<file path="src/ocl_option_config_regs.vh">
`ifndef OCL_OPTION_CONFIG_REGS_VH
`define OCL_OPTION_CONFIG_REGS_VH

// Register indices on the plain register port
`define OCL_ADDR_W 4
`define OCL_REG_BOOT_PROT 4'h0
`define OCL_REG_IAP_BND 4'h1
`define OCL_REG_OSC 4'h2
`define OCL_REG_WDT_PRESET 4'h3
`define OCL_REG_ISP_CTRL 4'h4
`define OCL_REG_STATUS 4'h5
`define OCL_REG_WDT_CTRL 4'h6

// Erased option bytes read as all ones, the documented defaults
`define OCL_OPT_RESET 8'hff

// boot_and_protect_options fields
`define OCL_B_LV_FLASH_PROT 7
`define OCL_B_LV_RESET_EN 6
`define OCL_B_ISP_SEL_HI 5
`define OCL_B_ISP_SEL_LO 4
`define OCL_B_HW_BOOT_SEL 3
`define OCL_B_SCRAMBLE 1
`define OCL_B_LOCK 0

// iap_boundary_option field occupies bits 7:1
`define OCL_IAP_BND_HI 7
`define OCL_IAP_BND_LO 1
`define OCL_IAP_BND_NONE 7'h7f
`define OCL_IAP_BND_SHIFT 9'h000

// oscillator_options fields
`define OCL_B_XTAL_GAIN 6
`define OCL_B_RC_OSC 1

// watchdog_preset_options fields
`define OCL_B_HW_WDT_EN 5
`define OCL_B_HW_WDT_IDLE 3
`define OCL_WDT_PS_HI 2
`define OCL_WDT_PS_LO 0

// isp_control_register fields
`define OCL_B_SW_BOOT_SEL 6
`define OCL_B_SW_RESET 5

// watchdog_control_register image
`define OCL_WDT_ENABLE 8'h20
`define OCL_WDT_IDLE 8'h08
`define OCL_WDT_CLEAR 8'h00
`define OCL_WDT_DIV_BASE 9'h002

// ISP start codes and addresses
`define OCL_ISP_CODE_0 2'b00
`define OCL_ISP_CODE_1 2'b01
`define OCL_ISP_CODE_2 2'b10
`define OCL_ISP_START_0 16'h1400
`define OCL_ISP_START_1 16'h1800
`define OCL_ISP_START_2 16'h1c00

// RAM address bits: above the top, and upper half
`define OCL_B_RAM_OVER 8
`define OCL_B_RAM_UPPER 7

// Memory limits
`define OCL_FLASH_TOP 16'h1fff
`define OCL_FLASH_END 16'h2000

`endif

</file>
<file path="src/ocl_option_config_loader.v">
// Notes on behaviour
// - Lower 128 RAM bytes, 00h to 7Fh, accept direct addressing.
// - Upper 128 RAM bytes, 80h to FFh, accept indirect addressing only.
// - RAM accesses above FFh are inhibited.
// - Every external data move is inhibited; no external memory exists.
// - Option bytes are read-only to software; writes are ignored.
// - Flash protect bit 0 blocks ISP/IAP flash access during low voltage.
// - Reset enable bit 0 asserts reset during low voltage.
// - ISP start field: 00=1400h, 01=1800h, 10=1C00h, 11=no ISP.
// - Power-up copies inverted hardware boot select into software select.
// - Pin or software boots keep software select; entrance follows it.
// - Scramble bit 0 scrambles programmer code dumps.
// - Lock bit 0 refuses programmer code dumps.
// - IAP region spans boundary times 512 up to ISP start; ones=none.
// - Application flash writes allowed only inside the IAP region.
// - RC bit 0 enables the RC oscillator as clock source.
// - Gain bit 0 reduces crystal amplifier gain.
// - Watchdog enable bit 0 enables and presets watchdog at power-up.
// - Idle bit: 0 suspends watchdog in idle, 1 keeps counting.
// - Prescale codes 000..111 divide watchdog clock by 2..256.
// - Program counter past 1FFFh halts all operation.
`timescale 1ns/1ps
`include "ocl_option_config_regs.vh"

module ocl_option_config_loader #(
  parameter [7:0] SCRAMBLE_KEY = 8'h5a // Arbitrary value
) (
  // Clock and reset
  input wire mclk_in,
  input wire rstn_in,
  // Nonvolatile option bytes
  input wire [7:0] opt_boot_prot_in,
  input wire [7:0] opt_iap_bnd_in,
  input wire [7:0] opt_osc_in,
  input wire [7:0] opt_wdt_in,
  // Power and reset pins, asynchronous levels
  input wire power_up_in,
  input wire pin_reset_in,
  input wire low_voltage_in,
  // Register port
  input wire [`OCL_ADDR_W-1:0] reg_addr_in,
  input wire [7:0] reg_wdata_in,
  input wire reg_wr_in,
  input wire reg_rd_in,
  output reg [7:0] reg_rdata_out,
  // Core RAM and external move checks
  input wire ram_req_in,
  input wire [8:0] ram_addr_in,
  input wire ram_indirect_in,
  output reg ram_grant_out,
  output reg ram_deny_out,
  input wire ext_move_req_in,
  output reg ext_move_deny_out,
  // Program counter watch
  input wire [15:0] pc_in,
  output reg core_halt_out,
  // ISP/IAP flash access checks
  input wire flash_req_in,
  input wire [15:0] flash_addr_in,
  input wire flash_write_in,
  output reg flash_grant_out,
  output reg flash_deny_out,
  // Programmer code dump
  input wire dump_req_in,
  input wire [7:0] dump_addr_in,
  input wire [7:0] dump_data_in,
  output reg dump_valid_out,
  output reg [7:0] dump_data_out,
  output reg dump_refused_out,
  // Decoded configuration
  output reg boot_pulse_out,
  output reg boot_isp_out,
  output reg lv_reset_out,
  output reg rc_osc_en_out,
  output reg xtal_gain_low_out,
  output reg wdt_hw_en_out,
  output reg wdt_idle_run_out,
  output reg [7:0] wdt_ctrl_preset_out,
  output reg [8:0] wdt_divisor_out,
  output reg isp_present_out,
  output reg [15:0] isp_start_out,
  output reg iap_present_out,
  output reg [15:0] iap_low_out
);

  localparam [2:0] ST_IDLE = 3'b001;
  localparam [2:0] ST_LOAD = 3'b010;
  localparam [2:0] ST_RUN = 3'b100;

  // Three-stage synchronisers; a level counts once stages 2 and 3 agree
  // One-cycle glitches on the pins are dropped by the agreement test
  localparam NUM_SYNC = 3;
  wire [NUM_SYNC-1:0] async_lvl = {low_voltage_in, pin_reset_in,
                                   power_up_in};
  wire [NUM_SYNC-1:0] sync_lvl;
  genvar g;

  generate
    for (g = 0; g < NUM_SYNC; g = g + 1) begin : g_sync
      reg [2:0] stage_q;
      reg level_q;

      always @(posedge mclk_in or negedge rstn_in) begin
        if (!rstn_in) begin
          stage_q <= 3'h0;
          level_q <= 1'b0;
        end else begin
          stage_q <= {stage_q[1:0], async_lvl[g]};
          if (stage_q[1] == stage_q[2]) begin
            level_q <= stage_q[2];
          end
        end
      end

      assign sync_lvl[g] = level_q;
    end
  endgenerate

  wire pup_q = sync_lvl[0];
  wire prst_q = sync_lvl[1];
  wire lv_q = sync_lvl[2];

  reg prst_d1_q;
  wire pin_boot = prst_d1_q & ~prst_q;
  wire soft_boot = reg_wr_in & (reg_addr_in == `OCL_REG_ISP_CTRL) &
                   reg_wdata_in[`OCL_B_SW_RESET];

  // Latched option bytes
  reg [2:0] state_q;
  reg [7:0] opt0_q;
  reg [7:0] opt1_q;
  reg [7:0] opt2_q;
  reg [7:0] opt3_q;
  reg sw_boot_sel_q;
  reg loaded_q;

  always @(posedge mclk_in or negedge rstn_in) begin
    if (!rstn_in) begin
      state_q <= ST_IDLE;
      opt0_q <= `OCL_OPT_RESET;
      opt1_q <= `OCL_OPT_RESET;
      opt2_q <= `OCL_OPT_RESET;
      opt3_q <= `OCL_OPT_RESET;
      sw_boot_sel_q <= 1'b0;
      loaded_q <= 1'b0;
      prst_d1_q <= 1'b0;
      boot_pulse_out <= 1'b0;
      boot_isp_out <= 1'b0;
    end else begin
      prst_d1_q <= prst_q;
      boot_pulse_out <= 1'b0;
      case (state_q)
        ST_IDLE: begin
          if (pup_q) begin
            state_q <= ST_LOAD;
          end
        end
        ST_LOAD: begin
          // Options are captured on every ST_LOAD cycle, including the one that sees power-up low
          opt0_q <= opt_boot_prot_in;
          opt1_q <= opt_iap_bnd_in;
          opt2_q <= opt_osc_in;
          opt3_q <= opt_wdt_in;
          if (!pup_q) begin
            state_q <= ST_RUN;
            loaded_q <= 1'b1;
            sw_boot_sel_q <= ~opt0_q[`OCL_B_HW_BOOT_SEL];
            boot_isp_out <= ~opt0_q[`OCL_B_HW_BOOT_SEL];
            boot_pulse_out <= 1'b1;
          end
        end
        ST_RUN: begin
          if (pup_q) begin
            state_q <= ST_LOAD;
          end else if (pin_boot | soft_boot) begin
            boot_isp_out <= sw_boot_sel_q;
            boot_pulse_out <= 1'b1;
          end else if (reg_wr_in &&
                       reg_addr_in == `OCL_REG_ISP_CTRL) begin
            sw_boot_sel_q <= reg_wdata_in[`OCL_B_SW_BOOT_SEL];
          end
        end
        default: begin
          state_q <= ST_IDLE;
        end
      endcase
    end
  end

  // Decoding
  wire [1:0] isp_sel = {opt0_q[`OCL_B_ISP_SEL_HI], opt0_q[`OCL_B_ISP_SEL_LO]};
  reg [15:0] isp_start_d;
  reg isp_present_d;

  always @* begin
    isp_present_d = 1'b1;
    case (isp_sel)
      `OCL_ISP_CODE_0: isp_start_d = `OCL_ISP_START_0;
      `OCL_ISP_CODE_1: isp_start_d = `OCL_ISP_START_1;
      `OCL_ISP_CODE_2: isp_start_d = `OCL_ISP_START_2;
      default: begin
        isp_start_d = `OCL_FLASH_END;
        isp_present_d = 1'b0;
      end
    endcase
  end

  wire [6:0] iap_bnd = opt1_q[`OCL_IAP_BND_HI:`OCL_IAP_BND_LO];
  wire [15:0] iap_low_d = {iap_bnd, `OCL_IAP_BND_SHIFT};
  // Without ISP code the region may reach the end of flash
  wire iap_present_d = (iap_bnd != `OCL_IAP_BND_NONE) &&
                       (iap_low_d < isp_start_d);
  wire in_iap = iap_present_d && (flash_addr_in >= iap_low_d) &&
                (flash_addr_in < isp_start_d);
  wire lv_block = ~opt0_q[`OCL_B_LV_FLASH_PROT] & lv_q;
  wire wdt_en = ~opt3_q[`OCL_B_HW_WDT_EN];
  wire [7:0] wdt_image = wdt_en ?
    (`OCL_WDT_ENABLE | (opt3_q[`OCL_B_HW_WDT_IDLE] ? `OCL_WDT_IDLE :
     `OCL_WDT_CLEAR) | {5'h00, opt3_q[`OCL_WDT_PS_HI:`OCL_WDT_PS_LO]}) :
    `OCL_WDT_CLEAR;
  wire flash_ok = ~lv_block && (flash_addr_in <= `OCL_FLASH_TOP) &&
                  (~flash_write_in | in_iap);
  wire ram_ok = ~ram_addr_in[`OCL_B_RAM_OVER] &
                (~ram_addr_in[`OCL_B_RAM_UPPER] |
                 ram_indirect_in);
  wire [7:0] status = {core_halt_out, lv_reset_out, lv_block, lv_q,
                       isp_present_out, iap_present_out, boot_isp_out,
                       loaded_q};

  // Registered outputs
  always @(posedge mclk_in or negedge rstn_in) begin
    if (!rstn_in) begin
      lv_reset_out <= 1'b0;
      rc_osc_en_out <= 1'b0;
      xtal_gain_low_out <= 1'b0;
      wdt_hw_en_out <= 1'b0;
      wdt_idle_run_out <= 1'b1;
      wdt_ctrl_preset_out <= `OCL_WDT_CLEAR;
      wdt_divisor_out <= `OCL_WDT_DIV_BASE;
      isp_present_out <= 1'b0;
      isp_start_out <= `OCL_FLASH_END;
      iap_present_out <= 1'b0;
      iap_low_out <= `OCL_FLASH_END;
      core_halt_out <= 1'b0;
    end else begin
      lv_reset_out <= ~opt0_q[`OCL_B_LV_RESET_EN] & lv_q;
      rc_osc_en_out <= ~opt2_q[`OCL_B_RC_OSC];
      xtal_gain_low_out <= ~opt2_q[`OCL_B_XTAL_GAIN];
      wdt_hw_en_out <= wdt_en;
      wdt_idle_run_out <= opt3_q[`OCL_B_HW_WDT_IDLE];
      wdt_ctrl_preset_out <= wdt_image;
      wdt_divisor_out <= `OCL_WDT_DIV_BASE <<
        opt3_q[`OCL_WDT_PS_HI:`OCL_WDT_PS_LO];
      isp_present_out <= isp_present_d;
      isp_start_out <= isp_start_d;
      iap_present_out <= iap_present_d;
      iap_low_out <= iap_low_d;
      core_halt_out <= (pc_in > `OCL_FLASH_TOP);
    end
  end

  // Access checks, answered one cycle after the request
  always @(posedge mclk_in or negedge rstn_in) begin
    if (!rstn_in) begin
      ram_grant_out <= 1'b0;
      ram_deny_out <= 1'b0;
      ext_move_deny_out <= 1'b0;
      flash_grant_out <= 1'b0;
      flash_deny_out <= 1'b0;
      dump_valid_out <= 1'b0;
      dump_data_out <= 8'h00;
      dump_refused_out <= 1'b0;
    end else begin
      ram_grant_out <= ram_req_in & ram_ok;
      ram_deny_out <= ram_req_in & ~ram_ok;
      ext_move_deny_out <= ext_move_req_in;
      flash_grant_out <= flash_req_in & flash_ok;
      flash_deny_out <= flash_req_in & ~flash_ok;
      dump_valid_out <= dump_req_in & opt0_q[`OCL_B_LOCK];
      dump_refused_out <= dump_req_in & ~opt0_q[`OCL_B_LOCK];
      // Locked dumps never expose the data bus
      if (dump_req_in & opt0_q[`OCL_B_LOCK]) begin
        dump_data_out <= opt0_q[`OCL_B_SCRAMBLE] ? dump_data_in :
          (dump_data_in ^ SCRAMBLE_KEY ^ dump_addr_in);
      end else begin
        dump_data_out <= 8'h00;
      end
    end
  end

  // Register read port; writes to option bytes have no effect
  reg [7:0] rdata_d;

  always @* begin
    case (reg_addr_in)
      `OCL_REG_BOOT_PROT: rdata_d = opt0_q;
      `OCL_REG_IAP_BND: rdata_d = opt1_q;
      `OCL_REG_OSC: rdata_d = opt2_q;
      `OCL_REG_WDT_PRESET: rdata_d = opt3_q;
      `OCL_REG_ISP_CTRL: rdata_d = {1'b0, sw_boot_sel_q, 6'h00};
      `OCL_REG_STATUS: rdata_d = status;
      `OCL_REG_WDT_CTRL: rdata_d = wdt_ctrl_preset_out;
      default: rdata_d = 8'h00;
    endcase
  end

  always @(posedge mclk_in or negedge rstn_in) begin
    if (!rstn_in) begin
      reg_rdata_out <= 8'h00;
    end else if (reg_rd_in) begin
      reg_rdata_out <= rdata_d;
    end else begin
      reg_rdata_out <= 8'h00;
    end
  end

endmodule // ocl_option_config_loader

</file>
<file path="config.mk">
export PLATFORM = sky130hd
export DESIGN_NAME = ocl_option_config_loader
export DESIGN_NICKNAME = d
export VERILOG_FILES = /design/src/ocl_option_config_loader.v
export VERILOG_INCLUDE_DIRS = /design/src
export SDC_FILE = /design/constraint.sdc
export NUM_CORES = 1
export LEC_CHECK = 0
export ABC_AREA = 1
export CORE_UTILIZATION = 52
export DETAILED_ROUTE_END_ITERATION = 8
export DONT_BUFFER_PORTS = 1
export PLACE_DENSITY_LB_ADDON = 0.25
export SETUP_SLACK_MARGIN = 0.1
export SKIP_LAST_GASP = 1
export SLEW_MARGIN = 20
export SYNTH_ARGS = -nofsm -noshare
export SYNTH_HDL_FRONTEND = slang
export SYNTH_SLANG_ARGS = --single-unit
</file>
<file path="constraint.sdc">
create_clock -name mclk_in -period 2.66 [get_ports mclk_in]
set_input_delay 0.665 -clock mclk_in [delete_from_list [all_inputs] [get_ports mclk_in]]
set_output_delay 0.665 -clock mclk_in [all_outputs]
set_load 0.01 [all_outputs]
</file>
==> key figures <==
Outcome
  • Status: completed

Worst hold path
  • Worst Hold Class: in2async

Global routing
  • Largest net degree at the start of global routing: 69
  • Vias in the first global route: about 3,000
  • Overflow after GRT: 0
  • GRT Total Usage: between 20% and 30%
  • First-pass GRT wire length: 15,300 um
  • Initial antenna violation count: 0

Placed design
  • Pre-CTS setup slack: 0.714 ns
  • Placed Instance Area: 4600 um^2
  • DP HPWL: 6980 um
  • IO buf count: 0
  • RD Place Congestion: ~0.8
  • Dpl cells: just under 600

Routing
  • Detailed-route via count: roughly 3,200
  • Post-Route WL: slightly below 10,000 um
  • Initial DRC count: 96
  • Pre-antenna DRT Iters: 5
  • Vias per inst: 5.24
  • # DRC: 0
  • Routed Antenna Nets: 0
  • DR WL/cell: approximately 16 um

Floorplanning
  • Initial core utilization: 54.8%
  • DIE AREA: 9220 um^2
  • # IOs: 196
  • FP Rows: 33
  • Core area: roughly 8400 um^2
  • Die Wd: 96.0 um
  • Die Y: roughly 96 um

Pwr
  • Pwr dens: slightly above 1000 nW/um^2
  • Comb power frac: 24.6%
  • Reg power frac: 56.8%
  • Switching power: 1.84 mW
  • Sw frac: between 30% and 40%
  • Lkg Pwr: 2.37 nW
  • Int Pwr: 3.13 mW
  • Worst VDD drop: 445 uV
  • Clock power share: 18.6%

Logic synthesis
  • Ys flop type: dfrtp_1
  • Top cells by area, synth: dfrtp_1 37%, dfstp_2 21%, nand2_1 9.1%
  • Dominant cell type by area after synthesis: dfrtp_1
  • YS warnings: 0
  • Gate Count Post-Synth: ~500
  • Post-synth ARST share: 100%
  • Synth Area per Inst: 9.42 um^2
  • Seq/Total Area, Yosys: 58.2%
  • Post-synth EDFFs: 0
  • Cell area after synthesis: between 4000 and 5000 um^2
  • Library cells used by synthesis: 31
  • Flip-flop and latch count after synthesis: 105
  • Share of the synthesized area in the top cell type: 37.0%

Clocking
  • CTS tree: yes
  • Num Clock Sinks: 105
  • Post CTS Setup Buffer Count: 0
  • Clk slew on worst S/H paths: ~0.1 ns
  • Clock Tree Buf Depth: 2
  • H-tree levels: 3
  • Clock latency on the worst-skew pair: around 0.36 ns
  • Root Buffer: clkbuf_8
  • Total CTS buffers: 9

Critical path
  • Max incr delay on CP: 0.56 ns
  • Worst Path Required: 2.96 ns
  • CP dominant cell by count: nand2_1
  • CP cell instances: inv_1 -> ha_1 -> inv_1 -> ha_1 -> inv_1 -> o21bai_1 -> nand2_1 -> a21oi_1 -> nand2_1 -> nand2_1 -> nand2_1 -> nor2_1
  • Critical-path top delay cell: dfstp_2
  • CP Capture Type: register
  • Worst endpoint data arrival time: 2.28 ns
  • Worst-path fanout max: 4
  • Crit path max-delay family: adder cells
  • Buffers & Inverters on Critical Path: 3
  • CP Class: reg2reg
  • Setup crit start kind: register

Timing
  • Setup WS post-layout: 0.678 ns
  • Final hold vios: 0
  • Fin Setup TNS: 0 ns
  • Fmax achieved: around 500 MHz
  • Tcrit/Tclk final: about three quarters
  • Crit path time final: about 2.0 ns
  • Setup-failing EPs final: 0
  • RSZ-0062 raised after global routing: no
  • Setup Skew: a little under 0.008 ns
  • Slew Viols, Final: 0

Layout
  • Antenna cell count: 0
  • P&R area growth vs syn: 4.65%
  • Finished Layout Cells: between 600 and 700
  • Layout cells sized above 1: roughly an eighth
  • Most common cell after layout, fill and taps aside: nand2_1
  • Fin nets: 621
  • Fin area: approximately 4800 um^2
  • Most frequent cells in the layout: 112 x nand2_1, 71 x inv_1, 68 x dfrtp_1

Job
  • Max cap viols: 0
[power by group through the flow]
stage                     logic [mW]  clock network, mW  registers [mW]
after detailed placement        1.19                  0            2.87
after CTS                       1.23              0.956            2.84
final                           1.22              0.927            2.83
after floorplan                0.987                  0            2.72
after global placement          1.14                  0            2.85
after global routing            1.45               1.04            2.91
[metal layers]
layer  vias up  GRT usage (%)  wire length [um]
met1      1492           30.8              4220
met4         0           9.83               193
met2       153           34.2              4470
met5         -              0                 0
met3        18           6.48               932
li1       1488              -                 -
[flip-flops by register name, indices dropped and copies added (netlist names), 3 cells and up]
signal	count
opt3_q	8
state_q	3
g_sync.stage_q	9
isp_start_out	4
opt2_q	8
opt0_q	8
wdt_ctrl_preset_out	5
iap_low_out	7
dump_data_out	8
opt1_q	8
g_sync.level_q	3
reg_rdata_out	8
wdt_divisor_out	8
[kinds of logic after synthesis]
kind of cell    count (synthesis)  share of synthesized area (%)
simple gates                  184                           16.5
buf+inv                       106                           11.0
flops                         105                           58.2
compound gates                 72                           9.04
fa+ha+maj                      19                           5.01
xor+xnor                        1                          0.191
other cells                     1                         0.0816
[synthesized netlist by cell type (2+ instances only)]
library cell	number
nor2_1	38
clkbuf_1	3
dfrtp_1	68
o211ai_1	3
maj3_1	3
a21oi_1	17
o21ai_0	36
nand3_1	8
and3_1	4
ha_1	16
buf_2	4
nor2_4	2
dfstp_2	37
inv_1	71
a32o_1	2
buf_4	27
nor3_1	16
o22ai_1	6
a211oi_1	3
nand2_1	112
o221ai_1	2
[area by class of cell]
class                   instances  area [um^2]
repair buffers                  2         35.0
clock inverters                 6         47.5
inverters                      72          270
fillers                       729         3570
clock buffers                  10          138
multi-input cells             301         1520
well taps                     105          131
flip-flops and latches        105         2670
[worst paths after layout]
check,startpoint,endpoint,slack [ns],depth (start not counted)
worst max-delay path,opt0_q[4]$_DFFE_PN1P_,flash_grant_out$_DFF_PN0_,0.68,12
worst min-delay path,rstn_in,opt1_q[3]$_DFFE_PN1P_,0.14,0
worst max register to register,opt0_q[4]$_DFFE_PN1P_,flash_grant_out$_DFF_PN0_,0.68,12
worst min register to register,g_sync[1].stage_q[0]$_DFF_PN0_,g_sync[1].stage_q[1]$_DFF_PN0_,0.36,0
max in group asynchronous,rstn_in,reg_rdata_out[4]$_DFF_PN0_,2.19,1
min in group mclk_in,power_up_in,g_sync[0].stage_q[0]$_DFF_PN0_,0.32,0
[per-stage QoR]
stage / power [mW] / utilization, % / hold WS [ns]
2_1_floorplan: 3.71 / - / 0.331
3_3_place_gp: 4.00 / 54.9 / 0.333
3_5_place_dp: 4.06 / 54.9 / 0.337
4_1_cts: 5.02 / 57.4 / 0.118
5_1_grt: 5.40 / 57.4 / 0.0966
6_report: 4.98 / 57.4 / 0.136
[repair_timing]
action,CTS,global route
hold buffers,1,0
gates resized for setup,0,0
hold endpoints to repair,68,0
Power figures use the tool's default switching activity.
